## src/rtl/atc_pkg.sv

```systemverilog
package atc_pkg;

  localparam logic [2:0]  BUF_CODE_256    = 3'h0;
  localparam logic [2:0]  BUF_CODE_512    = 3'h1;
  localparam logic [9:0]  BUF_MASK_256    = 10'h0ff;
  localparam logic [9:0]  BUF_MASK_512    = 10'h1ff;
  localparam logic [31:0] OCTET_OVERHEAD  = 32'h00000004;
  localparam logic [2:0]  SEQ_BITS_MAX    = 3'h4;
  localparam logic [5:0]  DIV_STEPS       = 6'h21;
  localparam logic [4:0]  UUI_ONE         = 5'h01;
  localparam logic [2:0]  CODE_OF_64K     = 3'h0;
  localparam logic [2:0]  CODE_OF_40K     = 3'h1;
  localparam logic [2:0]  CODE_OF_32K     = 3'h2;
  localparam logic [2:0]  CODE_OF_24K     = 3'h3;
  localparam logic [2:0]  CODE_OF_16K     = 3'h4;
  localparam logic [2:0]  CODE_OF_SID     = 3'h5;

  typedef enum logic [2:0] {
    ATC_RATE_64 = CODE_OF_64K,
    ATC_RATE_40 = CODE_OF_40K,
    ATC_RATE_32 = CODE_OF_32K,
    ATC_RATE_24 = CODE_OF_24K,
    ATC_RATE_16 = CODE_OF_16K,
    ATC_RATE_SID = CODE_OF_SID
  } atc_rate_e;

  typedef enum logic [3:0] {
    ATC_S_IDLE = 4'h1,
    ATC_S_EVAL = 4'h2,
    ATC_S_SEQ  = 4'h4,
    ATC_S_SEND = 4'h8
  } atc_fsm_e;

  // Connection structure plus voice channel addition, as fetched from memory
  typedef struct packed {
    logic [19:0]     vc_base;
    logic [7:0]      cid;
    logic [5:0][4:0] fixed_uui;
    logic [2:0]      seq_bits;
    logic [15:0]     seq_interval;
    logic [31:0]     wrap_inc;
    logic [31:0]     t_rem;
    logic            t_msb;
    logic            chan_valid;
    logic            init;
    logic [9:0]      next_ptr;
    logic [2:0]      buf_size;
    logic [7:0]      bearers;
    logic [7:0]      spp;
    logic [31:0]     pkt_cnt;
    logic [31:0]     oct_cnt;
  } atc_chan_s;

  typedef struct packed {
    logic        valid;
    logic        first_service_flag;
    atc_rate_e   rate;
    logic [15:0] sid_len;
    logic [9:0]  wr_ptr;
    logic [31:0] timestamp;
  } atc_svc_s;

  typedef struct packed {
    logic        valid;
    logic [7:0]  cid;
    logic [4:0]  uui;
    logic [15:0] len;
  } atc_inj_s;

  typedef struct packed {
    logic        valid;
    logic        from_cpu;
    logic [19:0] vc_base;
    logic [7:0]  cid;
    logic [4:0]  uui;
    logic [15:0] li;
    logic [9:0]  start_ptr;
    logic [7:0]  bearers;
    logic [15:0] samples;
  } atc_pkt_s;

  typedef struct packed {
    logic        valid;
    logic        init;
    logic [9:0]  next_ptr;
    logic [31:0] t_rem;
    logic        t_msb;
    logic [31:0] pkt_cnt;
    logic [31:0] oct_cnt;
  } atc_wb_s;

endpackage

```

## src/rtl/atc_tx_assembly.sv

```systemverilog
`timescale 1ns/1ps
module atc_tx_assembly (
  input  wire logic               sys_clk,
  input  wire logic               rst_n,
  input  wire atc_pkg::atc_chan_s chan,
  input  wire atc_pkg::atc_svc_s  svc,
  input  wire atc_pkg::atc_inj_s  inj,
  output logic                    busy,
  output logic                    bad_buf_size,
  output atc_pkg::atc_pkt_s       pkt_out,
  output atc_pkg::atc_wb_s        wb_out
);

  typedef struct packed {
    atc_pkg::atc_fsm_e fsm;
    logic              busy;
    logic              bad_buf;
    logic              div_go;
    atc_pkg::atc_chan_s ch;
    atc_pkg::atc_svc_s  ev;
    logic [31:0]       rem_adj;
    logic              wrapped;
    atc_pkg::atc_pkt_s pkt;
    atc_pkg::atc_wb_s  wb;
  } atc_top_s;

  atc_top_s st_reg;
  atc_top_s st_next;

  logic [15:0] ring_add;
  logic [9:0]  ring_sum;
  logic        ring_bad;
  logic [32:0] div_dividend;
  logic        div_done;
  logic [32:0] div_q;
  logic [15:0] total_samples;
  logic [15:0] payload_len;
  logic [4:0]  seq_uui;

  function automatic logic [4:0] seq_mask(input logic [2:0] nbits);
    logic [2:0] n;
    n = (nbits > atc_pkg::SEQ_BITS_MAX) ? atc_pkg::SEQ_BITS_MAX : nbits;
    seq_mask = (atc_pkg::UUI_ONE << n) - atc_pkg::UUI_ONE;
  endfunction

  // Per-type fixed bits above the sequence field
  function automatic logic [4:0] merge_uui(
    input logic [4:0] fixed,
    input logic [4:0] seq,
    input logic [2:0] nbits
  );
    logic [4:0] m;
    m = seq_mask(nbits);
    merge_uui = (fixed & ~m) | (seq & m);
  endfunction

  function automatic logic [15:0] payload_octets(
    input atc_pkg::atc_rate_e rate,
    input logic [15:0] samples,
    input logic [15:0] sid_len
  );
    logic [18:0] bits;
    bits = 19'h00000;
    unique case (rate)
      atc_pkg::ATC_RATE_64:  bits = {samples, 3'h0};
      atc_pkg::ATC_RATE_40:  bits = {3'h0, samples} * 19'h00005;
      atc_pkg::ATC_RATE_32:  bits = {1'b0, samples, 2'h0};
      atc_pkg::ATC_RATE_24:  bits = {3'h0, samples} * 19'h00003;
      atc_pkg::ATC_RATE_16:  bits = {2'h0, samples, 1'b0};
      atc_pkg::ATC_RATE_SID: bits = {sid_len, 3'h0};
      default:               bits = {samples, 3'h0};
    endcase
    payload_octets = bits[18:3];
  endfunction

  function automatic atc_pkg::atc_wb_s wb_from(input atc_pkg::atc_chan_s c);
    atc_pkg::atc_wb_s w;
    w.valid    = 1'b1;
    w.init     = c.init;
    w.next_ptr = c.next_ptr;
    w.t_rem    = c.t_rem;
    w.t_msb    = c.t_msb;
    w.pkt_cnt  = c.pkt_cnt;
    w.oct_cnt  = c.oct_cnt;
    wb_from = w;
  endfunction

  function automatic logic [31:0] count_octets(
    input logic [31:0] cnt,
    input logic [15:0] li
  );
    count_octets = cnt + {16'h0000, li} + atc_pkg::OCTET_OVERHEAD;
  endfunction

  // One ring adder serves both the first-service alignment and the advance
  assign ring_add = (st_reg.fsm == atc_pkg::ATC_S_SEQ) ? {8'h00, st_reg.ch.spp}
                                                       : {6'h00, st_reg.ev.wr_ptr};

  atc_ring_ptr u_ring (
    .base     (st_reg.ch.next_ptr),
    .add      (ring_add),
    .buf_size (st_reg.ch.buf_size),
    .sum      (ring_sum),
    .bad      (ring_bad)
  );

  // Residual shifts the count so the sequence survives timestamp wrap
  assign div_dividend = {1'b0, st_reg.ev.timestamp} + {1'b0, st_reg.rem_adj};

  atc_seq_div u_div (
    .sys_clk  (sys_clk),
    .rst_n    (rst_n),
    .start    (st_reg.div_go),
    .dividend (div_dividend),
    .divisor  (st_reg.ch.seq_interval),
    .done     (div_done),
    .quotient (div_q)
  );

  assign total_samples = {8'h00, st_reg.ch.bearers} * {8'h00, st_reg.ch.spp};
  assign payload_len   = payload_octets(st_reg.ev.rate, total_samples, st_reg.ev.sid_len);
  assign seq_uui       = merge_uui(st_reg.ch.fixed_uui[st_reg.ev.rate], div_q[4:0],
                                   st_reg.ch.seq_bits);

  always_comb begin
    logic [31:0] period;
    logic [32:0] rsum;
    period = 32'h00000000;
    rsum   = 33'h000000000;
    st_next = st_reg;
    st_next.pkt.valid = 1'b0;
    st_next.wb.valid  = 1'b0;
    st_next.bad_buf   = 1'b0;
    st_next.div_go    = 1'b0;
    unique case (st_reg.fsm)
      atc_pkg::ATC_S_IDLE: begin
        if (svc.valid) begin
          st_next.ch  = chan;
          st_next.ev  = svc;
          st_next.fsm = atc_pkg::ATC_S_EVAL;
        end else if (inj.valid) begin
          // Processor packets bypass the voice path and the init gate
          st_next.pkt.valid     = 1'b1;
          st_next.pkt.from_cpu  = 1'b1;
          st_next.pkt.vc_base   = chan.vc_base;
          st_next.pkt.cid       = inj.cid;
          st_next.pkt.uui       = inj.uui;
          st_next.pkt.li        = inj.len;
          st_next.pkt.start_ptr = chan.next_ptr;
          st_next.pkt.bearers   = 8'h00;
          st_next.pkt.samples   = 16'h0000;
          st_next.wb            = wb_from(chan);
          st_next.wb.pkt_cnt    = chan.pkt_cnt + 32'h00000001;
          st_next.wb.oct_cnt    = count_octets(chan.oct_cnt, inj.len);
        end
      end
      atc_pkg::ATC_S_EVAL: begin
        if (!st_reg.ch.chan_valid) begin
          st_next.fsm = atc_pkg::ATC_S_IDLE;
        end else if (ring_bad) begin
          // Reserved size code: drop the event rather than corrupt the ring
          st_next.bad_buf = 1'b1;
          st_next.fsm     = atc_pkg::ATC_S_IDLE;
        end else if (st_reg.ev.first_service_flag && !st_reg.ch.init) begin
          st_next.wb          = wb_from(st_reg.ch);
          st_next.wb.init     = 1'b1;
          st_next.wb.next_ptr = ring_sum;
          st_next.wb.t_msb    = st_reg.ev.timestamp[31];
          st_next.fsm         = atc_pkg::ATC_S_IDLE;
        end else if (!st_reg.ch.init) begin
          st_next.fsm = atc_pkg::ATC_S_IDLE;
        end else begin
          period  = {16'h0000, st_reg.ch.seq_interval} << seq_bits_eff(st_reg.ch.seq_bits);
          st_next.rem_adj = st_reg.ch.t_rem;
          st_next.wrapped = st_reg.ch.t_msb && !st_reg.ev.timestamp[31];
          if (st_next.wrapped) begin
            rsum = {1'b0, st_reg.ch.t_rem} + {1'b0, st_reg.ch.wrap_inc};
            if (rsum >= {1'b0, period}) begin
              rsum = rsum - {1'b0, period};
            end
            st_next.rem_adj = rsum[31:0];
          end
          st_next.div_go = 1'b1;
          st_next.fsm    = atc_pkg::ATC_S_SEQ;
        end
      end
      atc_pkg::ATC_S_SEQ: begin
        if (div_done) begin
          st_next.pkt.valid     = 1'b1;
          st_next.pkt.from_cpu  = 1'b0;
          st_next.pkt.vc_base   = st_reg.ch.vc_base;
          st_next.pkt.cid       = st_reg.ch.cid;
          st_next.pkt.uui       = seq_uui;
          st_next.pkt.li        = payload_len;
          st_next.pkt.start_ptr = st_reg.ch.next_ptr;
          st_next.pkt.bearers   = st_reg.ch.bearers;
          st_next.pkt.samples   = total_samples;
          st_next.wb            = wb_from(st_reg.ch);
          st_next.wb.next_ptr   = ring_sum;
          st_next.wb.t_rem      = st_reg.rem_adj;
          st_next.wb.t_msb      = st_reg.ev.timestamp[31];
          st_next.wb.pkt_cnt    = st_reg.ch.pkt_cnt + 32'h00000001;
          st_next.wb.oct_cnt    = count_octets(st_reg.ch.oct_cnt, payload_len);
          st_next.fsm           = atc_pkg::ATC_S_SEND;
        end
      end
      atc_pkg::ATC_S_SEND: begin
        // One idle beat lets the write-back land before the next fetch
        st_next.fsm = atc_pkg::ATC_S_IDLE;
      end
      default: begin
        st_next.fsm = atc_pkg::ATC_S_IDLE;
      end
    endcase
    st_next.busy = (st_next.fsm != atc_pkg::ATC_S_IDLE);
  end

  function automatic logic [2:0] seq_bits_eff(input logic [2:0] nbits);
    seq_bits_eff = (nbits > atc_pkg::SEQ_BITS_MAX) ? atc_pkg::SEQ_BITS_MAX : nbits;
  endfunction

  always_ff @(posedge sys_clk) begin
    if (!rst_n) begin
      st_reg     <= '0;
      st_reg.fsm <= atc_pkg::ATC_S_IDLE;
    end else begin
      st_reg <= st_next;
    end
  end

  assign busy         = st_reg.busy;
  assign bad_buf_size = st_reg.bad_buf;
  assign pkt_out      = st_reg.pkt;
  assign wb_out       = st_reg.wb;

endmodule

```

## src/rtl/atc_ring_ptr.sv

```systemverilog
`timescale 1ns/1ps
module atc_ring_ptr (
  input  wire logic [9:0]  base,
  input  wire logic [15:0] add,
  input  wire logic [2:0]  buf_size,
  output logic      [9:0]  sum,
  output logic             bad
);
  logic [15:0] raw;

  // Buffer sizes are powers of two, so the wrap is a mask
  always_comb begin
    raw = {6'h00, base} + add;
    bad = 1'b0;
    unique case (buf_size)
      atc_pkg::BUF_CODE_256: sum = raw[9:0] & atc_pkg::BUF_MASK_256;
      atc_pkg::BUF_CODE_512: sum = raw[9:0] & atc_pkg::BUF_MASK_512;
      default: begin
        sum = base;
        bad = 1'b1;
      end
    endcase
  end
endmodule

```

## src/rtl/atc_seq_div.sv

```systemverilog
`timescale 1ns/1ps
module atc_seq_div (
  input  wire logic        sys_clk,
  input  wire logic        rst_n,
  input  wire logic        start,
  input  wire logic [32:0] dividend,
  input  wire logic [15:0] divisor,
  output logic             done,
  output logic      [32:0] quotient
);
  typedef struct packed {
    logic        busy;
    logic        done;
    logic [5:0]  cnt;
    logic [16:0] rem;
    logic [32:0] q;
  } atc_div_s;

  atc_div_s st_reg;
  atc_div_s st_next;
  logic [16:0] trial;

  // Restoring divide, one quotient bit a cycle; small area beats latency here
  always_comb begin
    st_next = st_reg;
    st_next.done = 1'b0;
    trial = {st_reg.rem[15:0], st_reg.q[32]};
    if (start) begin
      st_next.busy = 1'b1;
      st_next.cnt  = atc_pkg::DIV_STEPS;
      st_next.rem  = 17'h00000;
      st_next.q    = dividend;
    end else if (st_reg.busy) begin
      if (trial >= {1'b0, divisor}) begin
        st_next.rem = trial - {1'b0, divisor};
        st_next.q   = {st_reg.q[31:0], 1'b1};
      end else begin
        st_next.rem = trial;
        st_next.q   = {st_reg.q[31:0], 1'b0};
      end
      st_next.cnt = st_reg.cnt - 6'h01;
      if (st_reg.cnt == 6'h01) begin
        st_next.busy = 1'b0;
        st_next.done = 1'b1;
      end
    end
  end

  always_ff @(posedge sys_clk) begin
    if (!rst_n) begin
      st_reg <= '0;
    end else begin
      st_reg <= st_next;
    end
  end

  assign done     = st_reg.done;
  assign quotient = st_reg.q;
endmodule

```

## config.mk

```make
export PLATFORM = sky130hd
export DESIGN_NAME = atc_tx_assembly
export DESIGN_NICKNAME = d
export VERILOG_FILES = /design/src/rtl/atc_pkg.sv /design/src/rtl/atc_tx_assembly.sv /design/src/rtl/atc_ring_ptr.sv /design/src/rtl/atc_seq_div.sv
export SDC_FILE = /design/constraint.sdc
export NUM_CORES = 2
export LEC_CHECK = 0
export BUFFER_PORTS_ARGS = -buffer_cell sky130_fd_sc_hd__clkbuf_2
export CAP_MARGIN = 20
export CORE_MARGIN = 2
export CORE_UTILIZATION = 60
export CTS_CLUSTER_SIZE = 40
export DETAILED_ROUTE_END_ITERATION = 8
export PLACE_DENSITY = 0.84
export SLEW_MARGIN = 20
export SYNTH_ARGS = -nofsm -noshare
export SYNTH_HDL_FRONTEND = slang
export SYNTH_HIERARCHICAL = 1
export SYNTH_SLANG_ARGS = --single-unit
```

## constraint.sdc

```tcl
create_clock -name sys_clk -period 19.9 [get_ports sys_clk]
set_clock_uncertainty 0.15 [all_clocks]
set_input_delay 0.995 -clock sys_clk [delete_from_list [all_inputs] [get_ports sys_clk]]
set_output_delay 0.995 -clock sys_clk [all_outputs]
set_load 0.005 [all_outputs]
```

==> flow_summary.json <==
{
  "status": "complete, no violations",
  "fp.dieH_um": 256.4,
  "r2r_slack_ns": 9.85,
  "rows": 92,
  "cpPeakStageDelay_ns": 0.70,
  "dr_total_vias": 37360,
  "fin_area_um2": 41940,
  "rr_worst_depth": 39,
  "path_buf_inv": 6,
  "critPathTopFamily": "adder cells",
  "required_ns": 20.20,
  "power.leakage_nw": 18.20,
  "dieArea_um2": 65750,
  "ant_nets": 0,
  "max_freq_mhz": 99.50,
  "core_area_um2": 63080,
  "cts_tree": "yes",
  "whs_path_depth": 2,
  "cts_setup_buffers": 0,
  "power_density_nw_per_um2": 77.47,
  "hp-class": "reg2reg",
  "crit_path_end_kind": "register",
  "antenna_found_initial": 6,
  "finalCriticalPeriod_ns": 10.05,
  "area_growth_pct": 9.708,
  "fp.dieW_um": 256.4,
  "first_pass_iters": 9,
  "route.detailed.drc": 0,
  "startpoint_type": "register",
  "worstPathArrival_ns": 10.35,
  "worst_slew_pin_slew_ns": 1.137,
  "avgSynthCellArea_um2": 7.773,
  "crit_cells": 39,
  "grtUsageTotal_pct": 35.72,
  "r2r_end": "wb_out[28]",
  "fin_nets": 5692,
  "clk_latency_ns": 0.64,
  "maxSlewHeadroom_pct": 24.18,
  "cts_max_level": 3,
  "drive_gt1_share_pct": 14.72,
  "crit_start": "st_reg[362]",
  "grt_pass1_wl_um": 189400,
  "mostFrequentLayoutCells": "nand2_1 (964), a21oi_1 (609), dfxtp_1 (584)",
  "clockBufferDepth": 3,
  "place.gp.congestion": 0.9697,
  "worst-setup-path-type": "reg2reg",
  "endpoint": "wb_out[28]",
  "netlist_area_um2": 38230,
  "drv_cap": 0,
  "rsz0062_at_grt": "no",
  "grt_max_degree": 157,
  "vias_per_cell": 6.264,
  "crit_slowest_cell": "dfxtp_1",
  "fin_crit_sh_pct": 50.51,
  "hpwl_um": 87180,
  "grt_pass1_vias": 34580,
  "io_pins": 528,
  "ir_worst_vdd_uv": 70.17,
  "setup_viol": 0,
  "slew_viol_final": 0,
  "ctsRootBufferMaster": "clkbuf_16",
  "finalSetupTns_ns": 0,
  "post_drt_wl_per_cell_um": 20.56,
  "gr-total-overflow": 0,
  "drt_iter0_markers": 4404,
  "start_util_pct": 60.60,
  "io_buffers": 526,
  "critPathMaxFanout": 13,
  "clk_pin_slew_ns": 0.06,
  "ctsResizeCount": 0,
  "syn_inst": 4918,
  "hold_violations": 0,
  "largest_reg_flops": 335,
  "cts_sinks": 588,
  "cts_buffers": 67,
  "wirelength_um": 122600,
  "fillers": 5292,
  "dpl_cell_area_um2": 39640,
  "mostFrequentLayoutCell": "nand2_1",
  "r2r-start": "st_reg[362]",
  "cts_hold_buf": 0,
  "ys_warn_count": 6
}
-- cell type report --
type / instances / area, um^2 / share of cell area [%]
clock inverters: 31 / 370.4 / 0.8831
repair buffers: 569 / 2959 / 7.056
flip-flops and latches: 588 / 11780 / 28.08
inverters: 161 / 611.8 / 1.459
diodes: 4 / 10.01 / 0.02387
multi-input cells: 3674 / 23240 / 55.42
well taps: 846 / 1059 / 2.524
clock buffers: 91 / 1911 / 4.556
-- through the flow --
step	util [%]	std cells	worst slack [ns]	total power, mW	hold slack (ns)
2_1_floorplan	-	4920	11.18	1.782	0.2814
3_3_place_gp	62.84	5837	10.28	1.945	0.2898
3_5_place_dp	62.84	5837	10.16	1.958	0.2945
4_1_cts	66.45	5959	10.10	3.239	0.3026
5_1_grt	66.48	5963	9.116	3.371	0.3197
6_report	66.48	5964	9.849	3.249	0.2985
-- how the worst min path moves through the flow --
stage	from	end	slack, ns
after CTS	wb_out[3]	wb_out[3]	0.30
after global placement	wb_out[3]	wb_out[3]	0.29
after detailed placement	st_reg[372]	st_reg[372]	0.29
final	st_reg[372]	st_reg[372]	0.30
after floorplan	st_reg[371]	st_reg[371]	0.28
after global routing	pkt_out[33]	pkt_out[33]	0.32
-- power by group --
group / internal, mW / switching, mW
clock: 0.758 / 0.534
sequential: 1.23 / 0.0577
combinational: 0.260 / 0.405
-- metal layers --
layer  wire (um)  track usage (%)  vias up
met5          34                0        -
met4        7702            21.33        6
met2       54440            55.99     2049
li1            -                -    17440
met3       12050            5.832      401
met1       48370            46.37    17460
-- tightest hold or removal path, cell delays in order, from the launching register on --
cell and delay (ns):
dfxtp_1 0.30, nand2_1 0.05, a21oi_1 0.05
No activity file was read; power rests on OpenSTA's default activity.
